<file path="config.mk">
export PLATFORM = sky130hd
export DESIGN_NAME = package_trigger_monitor
export DESIGN_NICKNAME = d
export VERILOG_FILES = /design/src/design/trig_mon_pkg.sv /design/src/design/evt_counter.sv /design/src/design/package_trigger_monitor.sv
export SDC_FILE = /design/constraint.sdc
export NUM_CORES = 2
export LEC_CHECK = 0
export ABC_AREA = 1
export BUFFER_PORTS_ARGS = -buffer_cell sky130_fd_sc_hd__buf_2
export CAP_MARGIN = 5
export CORE_MARGIN = 1.5
export CORE_UTILIZATION = 45
export DETAILED_ROUTE_END_ITERATION = 10
export HOLD_SLACK_MARGIN = 0.08
export PLACE_DENSITY = 0.64
export SYNTH_ARGS = -nofsm -noshare
export SYNTH_HDL_FRONTEND = slang
export SYNTH_SLANG_ARGS = --single-unit
export TNS_END_PERCENT = 20
</file>
<file path="constraint.sdc">
create_clock -name core_clk -period 11.7 [get_ports core_clk]
set_input_delay 0.585 -clock core_clk [delete_from_list [all_inputs] [get_ports core_clk]]
set_output_delay 0.585 -clock core_clk [all_outputs]
set_load 0.02 [all_outputs]
</file>
<file path="src/design/trig_mon_pkg.sv">
// Constants shared by the package trigger monitor
`default_nettype none
package trig_mon_pkg;
	// Register byte offsets
	localparam logic [7:0] ADDR_CTRL       = 8'h00;
	localparam logic [7:0] ADDR_LC_CFG     = 8'h04;
	localparam logic [7:0] ADDR_MIN_TIME   = 8'h08;
	localparam logic [7:0] ADDR_DEBOUNCE   = 8'h0C;
	localparam logic [7:0] ADDR_GLITCH_THR = 8'h10;
	localparam logic [7:0] ADDR_MAX_LEN    = 8'h14;
	localparam logic [7:0] ADDR_PPI        = 8'h18;
	localparam logic [7:0] ADDR_STATUS     = 8'h20;
	localparam logic [7:0] ADDR_HEIGHT     = 8'h24;
	localparam logic [7:0] ADDR_LC_GLITCH  = 8'h28;
	localparam logic [7:0] ADDR_TIMEOUT    = 8'h2C;
	localparam logic [7:0] ADDR_PE_GLITCH  = 8'h30;
	localparam logic [7:0] ADDR_TACH_TOTAL = 8'h34;
	localparam logic [7:0] ADDR_SPEED      = 8'h38;
	localparam logic [7:0] ADDR_SPEED_MIN  = 8'h3C;
	localparam logic [7:0] ADDR_SPEED_MAX  = 8'h40;
	localparam logic [7:0] ADDR_DEVIATION  = 8'h44;
	localparam logic [7:0] ADDR_TOO_LONG   = 8'h48;
	localparam logic [7:0] ADDR_TOO_SHORT  = 8'h4C;
	localparam logic [7:0] ADDR_TOO_CLOSE  = 8'h50;
	// Control register fields
	localparam int CTRL_MODE_BIT    = 0;
	localparam int CTRL_ACT_LOW_BIT = 1;
	localparam int CTRL_RST_CNT_BIT = 8;
	// Reset values
	localparam logic        RST_MODE     = 1'b0;
	localparam logic        RST_ACT_LOW  = 1'b0;
	localparam logic [7:0]  RST_RES      = 8'h01;
	localparam logic [15:0] RST_OFFSET   = 16'h0000;
	localparam logic [23:0] RST_MIN_TIME = 24'h00_0010;
	localparam logic [23:0] RST_DEBOUNCE = 24'h00_0010;
	localparam logic [15:0] RST_GLT_THR  = 16'h0010;
	localparam logic [23:0] RST_MAX_LEN  = 24'h00_1000;
	localparam logic [15:0] RST_PPI      = 16'h0010;
	// Timing
	localparam int CLK_HZ        = 125_000_000;
	localparam int TIMEOUT_MS    = 100;
	localparam int TIMEOUT_CYC   = (CLK_HZ / 1000) * TIMEOUT_MS;
	localparam int SPEED_SEC     = 1;
	localparam int SPEED_CYC     = CLK_HZ * SPEED_SEC;
	localparam int WINDOW_S      = 30;
	// Package length limits in tenths of an inch
	localparam int TENTHS_PER_IN = 10;
	localparam int SHORT_TENTHS  = 40;
	localparam int CLOSE_TENTHS  = 20;
endpackage
`default_nettype wire

</file>
<file path="src/design/evt_counter.sv">
// Saturating event counter with synchronous clear
`default_nettype none
module evt_counter #(
	parameter int W = 16
) (
	input  wire logic         core_clk, // System clock
	input  wire logic         rstn,     // Async reset, active low
	input  wire logic         clr,      // Clear to zero, or to one if inc
	input  wire logic         inc,      // Count one event
	output logic [W-1:0]      count     // Current count
);
	logic [W-1:0] count_r;
	wire          at_max = &count_r;

	// An event during clear is kept as the first count
	always_ff @(posedge core_clk or negedge rstn)
	begin
		if (!rstn)
			count_r <= '0;
		else if (clr)
			count_r <= inc ? W'(1) : '0;
		else if (inc && !at_max)
			count_r <= count_r + W'(1);
	end

	assign count = count_r;
endmodule
`default_nettype wire

</file>
<file path="src/design/package_trigger_monitor.sv">
// Package trigger monitor: light curtain, photoeye and tachometer
//
// The implementer's own choices: the plain strobed port and the address map.
`default_nettype none
module package_trigger_monitor #(
	parameter int CNT_W       = 16,
	parameter int TIMEOUT_CYC = trig_mon_pkg::TIMEOUT_CYC,
	parameter int SPEED_CYC   = trig_mon_pkg::SPEED_CYC
) (
	input  wire logic        core_clk,      // 125 MHz clock
	input  wire logic        rstn,          // Async reset, active low
	input  wire logic [7:0]  addr,          // Register byte address
	input  wire logic [31:0] wdata,         // Write data
	input  wire logic        wr_en,         // Write strobe
	input  wire logic        rd_en,         // Read strobe
	output logic [31:0]      rdata,         // Read data, cycle after rd_en
	input  wire logic        lc_char_valid, // Curtain character strobe
	input  wire logic [7:0]  lc_char,       // Curtain ASCII character
	input  wire logic        pe_in,         // Photoeye input level
	input  wire logic        tach_in,       // Tachometer pulse input
	output logic             pkg_present    // Package present, selected mode
);
	import trig_mon_pkg::*;

	// Configuration registers
	logic        mode_r;
	logic        act_low_r;
	logic        rst_cnt_r;
	logic [7:0]  res_r;
	logic [15:0] off_r;
	logic [23:0] min_time_r;
	logic [23:0] debounce_r;
	logic [15:0] glt_thr_r;
	logic [23:0] max_len_r;
	logic [15:0] ppi_r;
	logic [31:0] rdata_r;
	logic        pkg_present_r;

	wire wr_ctrl = wr_en && (addr == ADDR_CTRL);
	wire wr_cfg  = wr_en && (addr == ADDR_LC_CFG);
	wire wr_min  = wr_en && (addr == ADDR_MIN_TIME);
	wire wr_deb  = wr_en && (addr == ADDR_DEBOUNCE);
	wire wr_thr  = wr_en && (addr == ADDR_GLITCH_THR);
	wire wr_len  = wr_en && (addr == ADDR_MAX_LEN);
	wire wr_ppi  = wr_en && (addr == ADDR_PPI);
	wire lc_on   = mode_r;
	wire pe_on   = !mode_r;

	always_ff @(posedge core_clk or negedge rstn)
	begin
		if (!rstn)
		begin
			mode_r     <= RST_MODE;
			act_low_r  <= RST_ACT_LOW;
			rst_cnt_r  <= 1'b0;
			res_r      <= RST_RES;
			off_r      <= RST_OFFSET;
			min_time_r <= RST_MIN_TIME;
			debounce_r <= RST_DEBOUNCE;
			glt_thr_r  <= RST_GLT_THR;
			max_len_r  <= RST_MAX_LEN;
			ppi_r      <= RST_PPI;
		end
		else
		begin
			rst_cnt_r <= wr_ctrl && wdata[CTRL_RST_CNT_BIT];
			if (wr_ctrl)
			begin
				mode_r    <= wdata[CTRL_MODE_BIT];
				act_low_r <= wdata[CTRL_ACT_LOW_BIT];
			end
			if (wr_cfg)
			begin
				res_r <= wdata[7:0];
				off_r <= wdata[31:16];
			end
			if (wr_min)
				min_time_r <= wdata[23:0];
			if (wr_deb)
				debounce_r <= wdata[23:0];
			if (wr_thr)
				glt_thr_r <= wdata[15:0];
			if (wr_len)
				max_len_r <= wdata[23:0];
			if (wr_ppi)
				ppi_r <= wdata[15:0];
		end
	end

	// Light curtain
	logic [7:0]  char_r;
	logic [15:0] height_r;
	logic [15:0] h_prev_r;
	logic [1:0]  nsamp_r;
	logic [23:0] lc_run_r;
	logic        lc_present_r;
	logic [31:0] idle_r;
	logic        lc_timeout_r;
	logic        lc_glitch_r;

	wire         lc_take  = lc_char_valid && lc_on;
	wire [15:0]  h_new    = 16'(lc_char) * 16'(res_r) + off_r;
	wire [15:0]  d_first  = (height_r > h_prev_r) ? height_r - h_prev_r
	                                               : h_prev_r - height_r;
	wire [15:0]  d_last   = (height_r > h_new) ? height_r - h_new
	                                           : h_new - height_r;
	wire         glt_seen = lc_take && (nsamp_r == 2'd2) &&
	                        (d_first > glt_thr_r) && (d_last > glt_thr_r);
	wire         lc_act   = lc_on && (height_r != 16'h0000);
	wire         idle_end = (idle_r == 32'(TIMEOUT_CYC - 1));

	always_ff @(posedge core_clk or negedge rstn)
	begin
		if (!rstn)
		begin
			char_r       <= 8'h00;
			height_r     <= 16'h0000;
			h_prev_r     <= 16'h0000;
			nsamp_r      <= 2'd0;
			lc_run_r     <= 24'h00_0000;
			lc_present_r <= 1'b0;
			idle_r       <= 32'h0000_0000;
			lc_timeout_r <= 1'b0;
			lc_glitch_r  <= 1'b0;
		end
		else
		begin
			lc_glitch_r <= glt_seen;
			if (lc_take)
			begin
				char_r   <= lc_char;
				height_r <= h_new;
				h_prev_r <= height_r;
				if (nsamp_r != 2'd2)
					nsamp_r <= nsamp_r + 2'd1;
			end
			if (!lc_act)
				lc_run_r <= 24'h00_0000;
			else if (lc_run_r != 24'hFF_FFFF)
				lc_run_r <= lc_run_r + 24'h00_0001;
			lc_present_r <= lc_act && (lc_run_r >= min_time_r);
			lc_timeout_r <= lc_on && !lc_take && idle_end;
			if (!lc_on || lc_take || idle_end)
				idle_r <= 32'h0000_0000;
			else
				idle_r <= idle_r + 32'h0000_0001;
		end
	end

	// Photoeye
	logic        pe_raw_r;
	logic        pe_stable_r;
	logic [23:0] pe_dev_r;
	logic [23:0] pe_run_r;
	logic        pe_present_r;
	logic        pe_glitch_r;

	wire pe_act    = pe_on && (pe_in ^ act_low_r);
	wire pe_differ = pe_in != pe_stable_r;
	wire pe_settle = pe_differ && ((pe_dev_r + 24'h00_0001) >= debounce_r);

	always_ff @(posedge core_clk or negedge rstn)
	begin
		if (!rstn)
		begin
			pe_raw_r     <= 1'b0;
			pe_stable_r  <= 1'b0;
			pe_dev_r     <= 24'h00_0000;
			pe_run_r     <= 24'h00_0000;
			pe_present_r <= 1'b0;
			pe_glitch_r  <= 1'b0;
		end
		else
		begin
			pe_raw_r    <= pe_in;
			pe_glitch_r <= pe_on && !pe_differ && (pe_dev_r != 24'h00_0000);
			if (!pe_on || !pe_differ || pe_settle)
				pe_dev_r <= 24'h00_0000;
			else
				pe_dev_r <= pe_dev_r + 24'h00_0001;
			if (!pe_on || pe_settle)
				pe_stable_r <= pe_in;
			if (!pe_act)
				pe_run_r <= 24'h00_0000;
			else if (pe_run_r != 24'hFF_FFFF)
				pe_run_r <= pe_run_r + 24'h00_0001;
			pe_present_r <= pe_act && (pe_run_r >= min_time_r);
		end
	end

	// Tachometer and belt speed
	logic        tach_d_r;
	logic [31:0] tach_total_r;
	logic [31:0] sec_cnt_r;
	logic [15:0] pulses_r;
	logic [15:0] speed_r;
	logic [15:0] speed_min_r;
	logic [15:0] speed_max_r;
	logic        fresh_r;
	logic [23:0] dev_sum_r;
	logic [4:0]  win_cnt_r;
	logic [15:0] dev_r;

	wire        tach_edge = tach_in && !tach_d_r;
	wire        sec_tick  = (sec_cnt_r == 32'(SPEED_CYC - 1));
	wire        win_end   = sec_tick && (win_cnt_r == 5'(WINDOW_S - 1));
	wire [15:0] delta     = (pulses_r > speed_r) ? pulses_r - speed_r
	                                             : speed_r - pulses_r;
	wire [23:0] sum_nxt   = dev_sum_r + 24'(delta);

	always_ff @(posedge core_clk or negedge rstn)
	begin
		if (!rstn)
		begin
			tach_d_r     <= 1'b0;
			tach_total_r <= 32'h0000_0000;
			sec_cnt_r    <= 32'h0000_0000;
			pulses_r     <= 16'h0000;
			speed_r      <= 16'h0000;
			speed_min_r  <= 16'h0000;
			speed_max_r  <= 16'h0000;
			fresh_r      <= 1'b1;
			dev_sum_r    <= 24'h00_0000;
			win_cnt_r    <= 5'd0;
			dev_r        <= 16'h0000;
		end
		else
		begin
			tach_d_r <= tach_in;
			if (tach_edge)
				tach_total_r <= tach_total_r + 32'h0000_0001;
			sec_cnt_r <= sec_tick ? 32'h0000_0000
			                      : sec_cnt_r + 32'h0000_0001;
			if (sec_tick)
			begin
				pulses_r <= tach_edge ? 16'h0001 : 16'h0000;
				speed_r  <= pulses_r;
				if (fresh_r || pulses_r < speed_min_r)
					speed_min_r <= pulses_r;
				if (fresh_r || pulses_r > speed_max_r)
					speed_max_r <= pulses_r;
			end
			else if (tach_edge && pulses_r != 16'hFFFF)
				pulses_r <= pulses_r + 16'h0001;
			if (rst_cnt_r || win_end)
				fresh_r <= 1'b1;
			else if (sec_tick)
				fresh_r <= 1'b0;
			if (win_end)
			begin
				dev_r     <= 16'(sum_nxt / 24'(WINDOW_S));
				dev_sum_r <= 24'h00_0000;
				win_cnt_r <= 5'd0;
			end
			else if (sec_tick)
			begin
				dev_sum_r <= sum_nxt;
				win_cnt_r <= win_cnt_r + 5'd1;
			end
		end
	end

	// Package length and spacing, measured in tach pulses
	logic        pres_d_r;
	logic        seen_r;
	logic [23:0] len_r;
	logic [23:0] gap_r;
	logic        too_long_r;
	logic        too_short_r;
	logic        too_close_r;

	wire        present  = mode_r ? lc_present_r : pe_present_r;
	wire        pkg_rise = present && !pres_d_r;
	wire        pkg_fall = !present && pres_d_r;
	wire [31:0] len_t    = 32'(len_r) * 32'(TENTHS_PER_IN);
	wire [31:0] gap_t    = 32'(gap_r) * 32'(TENTHS_PER_IN);
	wire [31:0] short_t  = 32'(ppi_r) * 32'(SHORT_TENTHS);
	wire [31:0] close_t  = 32'(ppi_r) * 32'(CLOSE_TENTHS);

	always_ff @(posedge core_clk or negedge rstn)
	begin
		if (!rstn)
		begin
			pres_d_r      <= 1'b0;
			seen_r        <= 1'b0;
			len_r         <= 24'h00_0000;
			gap_r         <= 24'h00_0000;
			too_long_r    <= 1'b0;
			too_short_r   <= 1'b0;
			too_close_r   <= 1'b0;
			pkg_present_r <= 1'b0;
		end
		else
		begin
			pres_d_r      <= present;
			pkg_present_r <= present;
			too_long_r    <= pkg_fall && (len_r > max_len_r);
			too_short_r   <= pkg_fall && (len_t < short_t);
			too_close_r   <= pkg_rise && seen_r && (gap_t < close_t);
			if (pkg_fall)
				seen_r <= 1'b1;
			if (pkg_rise)
				len_r <= 24'h00_0000;
			else if (present && tach_edge && len_r != 24'hFF_FFFF)
				len_r <= len_r + 24'h00_0001;
			if (pkg_fall)
				gap_r <= 24'h00_0000;
			else if (!present && tach_edge && gap_r != 24'hFF_FFFF)
				gap_r <= gap_r + 24'h00_0001;
		end
	end

	// Error counters
	logic [CNT_W-1:0] cnt_lc_glt;
	logic [CNT_W-1:0] cnt_timeout;
	logic [CNT_W-1:0] cnt_pe_glt;
	logic [CNT_W-1:0] cnt_long;
	logic [CNT_W-1:0] cnt_short;
	logic [CNT_W-1:0] cnt_close;

	evt_counter #(.W(CNT_W)) u_lc_glt (.core_clk(core_clk), .rstn(rstn),
		.clr(rst_cnt_r), .inc(lc_glitch_r), .count(cnt_lc_glt));
	evt_counter #(.W(CNT_W)) u_timeout (.core_clk(core_clk), .rstn(rstn),
		.clr(rst_cnt_r), .inc(lc_timeout_r), .count(cnt_timeout));
	evt_counter #(.W(CNT_W)) u_pe_glt (.core_clk(core_clk), .rstn(rstn),
		.clr(rst_cnt_r), .inc(pe_glitch_r), .count(cnt_pe_glt));
	evt_counter #(.W(CNT_W)) u_long (.core_clk(core_clk), .rstn(rstn),
		.clr(rst_cnt_r), .inc(too_long_r), .count(cnt_long));
	evt_counter #(.W(CNT_W)) u_short (.core_clk(core_clk), .rstn(rstn),
		.clr(rst_cnt_r), .inc(too_short_r), .count(cnt_short));
	evt_counter #(.W(CNT_W)) u_close (.core_clk(core_clk), .rstn(rstn),
		.clr(rst_cnt_r), .inc(too_close_r), .count(cnt_close));

	// Read selection; unmapped addresses read zero
	wire [31:0] status_w = {16'h0000, char_r, 4'h0, pe_present_r,
	                        lc_present_r, pe_raw_r, pkg_present_r};
	wire [31:0] rd_mux =
		(addr == ADDR_CTRL)       ? {30'h0, act_low_r, mode_r} :
		(addr == ADDR_LC_CFG)     ? {off_r, 8'h00, res_r} :
		(addr == ADDR_MIN_TIME)   ? {8'h00, min_time_r} :
		(addr == ADDR_DEBOUNCE)   ? {8'h00, debounce_r} :
		(addr == ADDR_GLITCH_THR) ? {16'h0000, glt_thr_r} :
		(addr == ADDR_MAX_LEN)    ? {8'h00, max_len_r} :
		(addr == ADDR_PPI)        ? {16'h0000, ppi_r} :
		(addr == ADDR_STATUS)     ? status_w :
		(addr == ADDR_HEIGHT)     ? {16'h0000, height_r} :
		(addr == ADDR_LC_GLITCH)  ? 32'(cnt_lc_glt) :
		(addr == ADDR_TIMEOUT)    ? 32'(cnt_timeout) :
		(addr == ADDR_PE_GLITCH)  ? 32'(cnt_pe_glt) :
		(addr == ADDR_TACH_TOTAL) ? tach_total_r :
		(addr == ADDR_SPEED)      ? {16'h0000, speed_r} :
		(addr == ADDR_SPEED_MIN)  ? {16'h0000, speed_min_r} :
		(addr == ADDR_SPEED_MAX)  ? {16'h0000, speed_max_r} :
		(addr == ADDR_DEVIATION)  ? {16'h0000, dev_r} :
		(addr == ADDR_TOO_LONG)   ? 32'(cnt_long) :
		(addr == ADDR_TOO_SHORT)  ? 32'(cnt_short) :
		(addr == ADDR_TOO_CLOSE)  ? 32'(cnt_close) : 32'h0000_0000;

	always_ff @(posedge core_clk or negedge rstn)
	begin
		if (!rstn)
			rdata_r <= 32'h0000_0000;
		else
			rdata_r <= rd_en ? rd_mux : 32'h0000_0000;
	end

	assign rdata       = rdata_r;
	assign pkg_present = pkg_present_r;
endmodule
`default_nettype wire

</file>
# After elaboration in Yosys (flattened, before gate mapping)
# Cells that the tools add are included.
[word_totals] regBits=640 out_inout_bits=33 wordCells=273
[op_classes] addsub=25 mul=5 div_mod_pow=1 order_cmp=13 n_eq_ne=32 muxes=63 bitwise_logic=1 n_reduce_logical=83
[op_table] op="$mux W32" count=16
[op_table] op="$mux W16" count=24
[op_table] op="$mux W24" count=11
[op_table] op="$add A24 B1 Y24 const B" count=5
[op_table] op="$add A16 B1 Y16 const B" count=7
[op_table] op="$add A32 B1 Y32 const B" count=3
[op_table] op="$gt A16 B16 Y1" count=6
[op_table] op="$ne A24 B24 Y1 const B" count=4
[op_table] op="$reduce_and A16 Y1" count=6
[op_table] op="$sub A16 B16 Y16" count=6
[op_table] op="$ge A24 B24 Y1" count=3
[op_table] op="$eq A8 B6 Y1 const B" count=8
[op_table] op="$mul A24 B3 Y27 const B" count=2
[op_table] op="$eq A8 B7 Y1 const B" count=5
[op_table] op="$logic_and A1 B1 Y1" count=40
[op_table] op="$mul A16 B3 Y19 const B" count=2
[op_table] op="$eq A32 B24 Y1 const B" count=1
[op_table] op="$eq A32 B27 Y1 const B" count=1
[op_table] op="$lt A28 B21 Y1" count=1
[op_table] op="$lt A28 B22 Y1" count=1
[op_table] op="$add A24 B16 Y24" count=1
[op_table] op="$div A24 B5 Y24 const B" count=1
[op_table] op="$eq A8 B5 Y1 const B" count=3
[op_table] op="$gt A24 B24 Y1" count=1
[op_table] op="other kinds (23)" count=65

# Longest topological paths before layout
[logic_depth] depth_word=22 ltp_mapped=110 depth_no_buf=109

# Hierarchy
# Synthesis repeated with hierarchy kept, for this count alone.
[hier_totals] hier_cells=6446 area_unflattened_um2=48397.7
[modules_own_cells] mod="package_trigger_monitor" n_inst=1 cells_per_inst=5552 area_each_um2=42196.7 seq_area_each_um2=13621.8
[modules_own_cells] mod="evt_counter" n_inst=6 cells_per_inst=149 area_each_um2=1033.5 seq_area_each_um2=400.4

# Worst setup path before layout
# Ideal clock, no wire load.
[synth_path] path_type="reg-to-reg" start="register pulses_r[0]" end="register dev_r[0]" t_arrival_ns=9.884 t_required_ns=11.583 path_slack_ns=1.698 path_stages_with_launch=104 n_path_buf=1 path_cell_list="dfrtp_1 inv_1 ha_1 inv_1 fa_1 nand3_1 nand2_1 inv_1 o21ai_0 a21oi_1 o211ai_1 nand2_1 clkbuf_1 inv_1 o21ai_0 o221ai_1 xnor2_1 inv_1 [68 not listed] o21bai_1 nand2_1 nand2_1 nor2_2 nand2_2 nand2_2 nand2_2 nand2_2 nor2_4 nand2_2 nand3_1 nand3_2 nor2_2 o21ai_2 nand2_1 nand3_1 nor2_1 nor2_1"
[synth_between] elab_chain_cells=4 word_cells_on_any_way=6 classes_between="add/sub: 3; div: 1; order compare: 1; mux: 1"
[synth_rtl] element="from (decl)" line="package_trigger_monitor.sv:195" text="logic [15:0] pulses_r;"
[synth_rtl] element="from (signal assigned)" line="package_trigger_monitor.sv:236" text="pulses_r <= tach_edge ? 16'h0001 : 16'h0000;"
[synth_rtl] element="from (signal assigned)" line="package_trigger_monitor.sv:244" text="pulses_r <= pulses_r + 16'h0001;"
[synth_rtl] element="$sub A16 B16 Y16, or another cell as far along" line="package_trigger_monitor.sv:208" text=": speed_r - pulses_r;"
[synth_rtl] element="$mux W16 (*)" line="package_trigger_monitor.sv:207" text="wire [15:0] delta = (pulses_r > speed_r) ? pulses_r - speed_r"
[synth_rtl] element="$add A24 B16 Y24 (*)" line="package_trigger_monitor.sv:209" text="wire [23:0] sum_nxt = dev_sum_r + 24'(delta);"
[synth_rtl] element="$div A24 B5 Y24 (*)" line="package_trigger_monitor.sv:251" text="dev_r <= 16'(sum_nxt / 24'(WINDOW_S));"
[synth_rtl] element="to (signal assigned)" line="package_trigger_monitor.sv:251"
[synth_rtl] element="to (decl)" line="package_trigger_monitor.sv:202" text="logic [15:0] dev_r;"
# Mark *: on every way between the ends. The rest lies on a longest branch, timed or not.
# A chain may end at the register's enable or synchronous reset.

# Worst setup path in the final report
# Ends and elaborated chain as after synthesis.

==> run_summary.xml <==
<?xml version="1.0" encoding="UTF-8"?>
<metrics>
  <group name="setup_path">
    <metric name="crit_start" unit="">pulses_r[0]</metric>
    <metric name="cp_data_arrival_time" unit="ns">11.68</metric>
    <metric name="critical_path.endpoint_type" unit="">register</metric>
    <metric name="endpoint_of_the_worst_setup_timing_path" unit="">dev_r[0]</metric>
    <metric name="cp_common_cell" unit="">nand2_2</metric>
    <metric name="ff2ff_setup_slack" unit="ns">0.58</metric>
    <metric name="critical_path.n_buffers_inverters" unit="">11</metric>
    <metric name="cp_slowest_stage_delay" unit="ns">0.41</metric>
    <metric name="crit_required" unit="ns">12.26</metric>
    <metric name="crit-reg2reg-launch" unit="">pulses_r[0]</metric>
    <metric name="timing.critical_path.slowest_stage_cell" unit="">dfrtp_1</metric>
    <metric name="timing.reg2reg.worst_path_depth" unit="">96</metric>
    <metric name="critical_path.max_fanout" unit="">6</metric>
    <metric name="critical_path_cell_count" unit="">96</metric>
    <metric name="worstSetupPathType" unit="">reg -&gt; reg</metric>
    <metric name="crit_path_start_kind" unit="">register</metric>
    <metric name="crit_family" unit="">simple AND/OR/NAND/NOR gates</metric>
    <metric name="worst_r2r_dst" unit="">dev_r[0]</metric>
  </group>
  <group name="floorplanning">
    <metric name="die_height" unit="um">326</metric>
    <metric name="die_outline_area" unit="um^2">106000</metric>
    <metric name="die_x" unit="um">326</metric>
    <metric name="core_area" unit="um^2">103000</metric>
    <metric name="initial_core_util" unit="">0.453</metric>
    <metric name="num_io_pins" unit="">88</metric>
    <metric name="std_cell_rows" unit="">118</metric>
  </group>
  <group name="power_and_ir_drop">
    <metric name="seq_power_share" unit="">0.292</metric>
    <metric name="netSwitchingPower" unit="mW">3.26</metric>
    <metric name="comb_power_share" unit="">0.386</metric>
    <metric name="p_leak" unit="nW">25.7</metric>
    <metric name="internal-power" unit="mW">5.13</metric>
    <metric name="power.share.switching" unit="">0.388</metric>
    <metric name="clock_network_fraction_of_design_power" unit="">0.322</metric>
    <metric name="power_density" unit="nW/um^2">158</metric>
    <metric name="vdd_drop_max" unit="uV">157</metric>
  </group>
  <group name="synthesis">
    <metric name="synth.cell_area" unit="um^2">46900</metric>
    <metric name="syn_nets" unit="">6718</metric>
    <metric name="yosys_most_used_dff" unit="">dfrtp_1</metric>
    <metric name="syn_inst" unit="">6128</metric>
    <metric name="async_sr_flop_fraction" unit="">1.00</metric>
    <metric name="synth-warning-count" unit="">0</metric>
    <metric name="yosys-top-cells-area" unit="">dfrtp_1, ha_1, nand2_1</metric>
    <metric name="synth_top_area_share" unit="">0.338</metric>
    <metric name="synth_largest_area_cell" unit="">dfrtp_1</metric>
    <metric name="yosys_register_bits" unit="">640</metric>
    <metric name="postSynthAreaPerCell" unit="um^2">7.65</metric>
    <metric name="post_synth_edffs" unit="">0</metric>
    <metric name="ys_seq_area_frac" unit="">0.342</metric>
    <metric name="synth.lib_cells_used.distinct" unit="">72</metric>
  </group>
  <group name="sta">
    <metric name="hold_viol_final" unit="">0</metric>
    <metric name="drv_slew" unit="">0</metric>
    <metric name="hold_ws" unit="ns">0.140</metric>
    <metric name="tightestPinTransition" unit="ns">1.41</metric>
    <metric name="timing.slew.headroom" unit="">0.0496</metric>
    <metric name="post-route-period-util" unit="">0.951</metric>
    <metric name="max_freq" unit="MHz">89.9</metric>
    <metric name="finalSetupViolations" unit="">0</metric>
    <metric name="timing.clock.skew" unit="ns">0.0361</metric>
    <metric name="finalCriticalPeriod" unit="ns">11.12</metric>
  </group>
  <group name="final_layout">
    <metric name="num-nets-final" unit="">6852</metric>
    <metric name="seq_area" unit="um^2">16000</metric>
    <metric name="area.growth.synth_to_final" unit="%">13.4</metric>
    <metric name="final_common_cell" unit="">nand2_1</metric>
    <metric name="layout.cells.most_common_list" unit="">nand2_1, inv_1, dfrtp_1, o21ai_0, ha_1</metric>
    <metric name="number_of_fill_cells_in_the_layout" unit="">9973</metric>
    <metric name="finalCoreUtilization" unit="">0.514</metric>
    <metric name="fraction_of_layout_cells_with_a_size_suffix_above_1" unit="">0.103</metric>
    <metric name="multiInputGateArea" unit="um^2">27400</metric>
  </group>
  <group name="detailed_routing">
    <metric name="drt_pre_antenna_iters" unit="">6</metric>
    <metric name="drc_errors" unit="">0</metric>
    <metric name="drt-initial-drc-count" unit="">3256</metric>
    <metric name="totalWireLength" unit="mm">141</metric>
    <metric name="vias_per_cell" unit="">5.49</metric>
    <metric name="avgRoutedWirePerCell" unit="um">18.3</metric>
    <metric name="vias" unit="">42344</metric>
    <metric name="antenna_violating_nets_post_route" unit="">0</metric>
  </group>
  <group name="global_routing">
    <metric name="grt_antenna_before_repair" unit="">8</metric>
    <metric name="via_count_of_the_first_global_routing_pass" unit="">40162</metric>
    <metric name="wire_length_of_the_first_global_routing_pass" unit="mm">221</metric>
    <metric name="grt.overflow.total" unit="">0</metric>
    <metric name="gr-usage-all-layers" unit="">0.260</metric>
    <metric name="largest_net_degree_at_the_start_of_global_routing" unit="">148</metric>
  </group>
  <group name="clock_network">
    <metric name="cts_tree" unit="">done</metric>
    <metric name="cts_htree_levels" unit="">3</metric>
    <metric name="clock-sinks" unit="">640</metric>
    <metric name="clockBufferDepth" unit="">3</metric>
    <metric name="worst_skew_pair_latency" unit="ns">0.67</metric>
    <metric name="root_buffer" unit="">clkbuf_16</metric>
    <metric name="cts_inserted_buffers" unit="">79</metric>
    <metric name="clkSlewWorstSetupHoldPaths" unit="ns">0.06</metric>
  </group>
  <group name="status">
    <metric name="outcome" unit="">finished clean</metric>
  </group>
  <group name="worst_hold_path">
    <metric name="timing.hold.worst.class" unit="">in -&gt; reg</metric>
  </group>
  <group name="placed_design">
    <metric name="place_congestion" unit="">0.952</metric>
    <metric name="dp_hpwl" unit="mm">107</metric>
    <metric name="place.port_buffers" unit="">87</metric>
  </group>
  <group name="run">
    <metric name="max_cap_viol_count" unit="">0</metric>
  </group>
</metrics>
[sequential cells by signal, indices dropped and copies added, names as in the netlist, 32 cells and up]
| signal | flops |
|---|---|
| sec_cnt_r | 32 |
| tach_total_r | 32 |
| rdata | 32 |
| idle_r | 32 |
[repair_timing]
item                                    in CTS  in global routing
hold buffers                                 3                  0
setup buffers                                0                 51
resized for setup                            0                252
endpoints found under the hold margin       78                  0
endpoints found under the setup margin       0                  5
[power groups by stage]
stage / Sequential [mW] / Combinational [mW] / Clock (mW)
global placement: 2.48 / 2.74 / 0
finish: 2.45 / 3.24 / 2.70
CTS: 2.45 / 2.81 / 2.75
detailed placement: 2.49 / 2.79 / 0
global route: 2.47 / 3.62 / 2.83
floorplan: 2.44 / 2.13 / 0
[worst min path at each step]
| stage | startpoint | endpoint | depth (start not counted) |
|---|---|---|---|
| final | wdata[28] | off_r[12] | 2 |
| after global routing | wdata[28] | off_r[12] | 2 |
| after CTS | wdata[28] | off_r[12] | 2 |
| after detailed placement | idle_r[0] | idle_r[0] | 1 |
| after global placement | sec_cnt_r[0] | sec_cnt_r[0] | 1 |
| after floorplan | rstn | act_low_r | 0 |
[synthesized netlist by cell type, types with 47 or more instances]
cell type / n
o21ai_0: 490
dfrtp_1: 633
nand2_2: 48
fa_1: 60
a21oi_1: 435
xnor2_1: 48
nor4_1: 47
nand2_1: 1142
nor2_1: 463
xor2_1: 115
ha_1: 475
a211oi_1: 48
inv_1: 1027
nand3_1: 209
clkbuf_1: 124
nand4_1: 89
nor3_1: 165
[cell families after synthesis]
kind of cell,after synthesis,synth area share
flip-flops,640,0.342
multiplexers,26,0.00595
XOR/XNOR,163,0.0304
buffers and inverters,1179,0.0944
AO/OA/AOI/OAI,1341,0.167
AND/OR/NAND/NOR,2244,0.208
adder cells (fa/ha/maj),535,0.152
[final cells by class]
| cell class | instances | share of cell area |
|---|---|---|
| clock buffer | 97 | 0.0405 |
| sequential | 640 | 0.302 |
| inverter | 1052 | 0.0744 |
| timing repair buffer | 179 | 0.0220 |
| clock inverter | 50 | 0.0132 |
| tap | 1380 | 0.0325 |
| antenna | 1 | 0.0000471 |
| multi-input combinational | 4310 | 0.516 |
[through the flow]
stage	area, um^2	setup WS [ns]	power [mW]	TNS (ns)	std cells
after floorplan	46900	1.70	4.56	0	6128
after global placement	48900	0.547	5.23	0	7505
after detailed placement	48900	0.133	5.28	0	7505
after CTS	51800	0.0566	8.01	0	7655
after global routing	53200	-0.342	8.92	-0.555	7708
final	53200	0.577	8.39	0	7709
[per-layer routing]
metal	wire, um	GRT usage	vias to the layer above
met4	3970	0.0732	8
li1	-	-	20715
met3	8890	0.0401	242
met1	64200	0.367	20146
met5	54	0	-
met2	63600	0.411	1233
(Power assumes the default switching activity.)
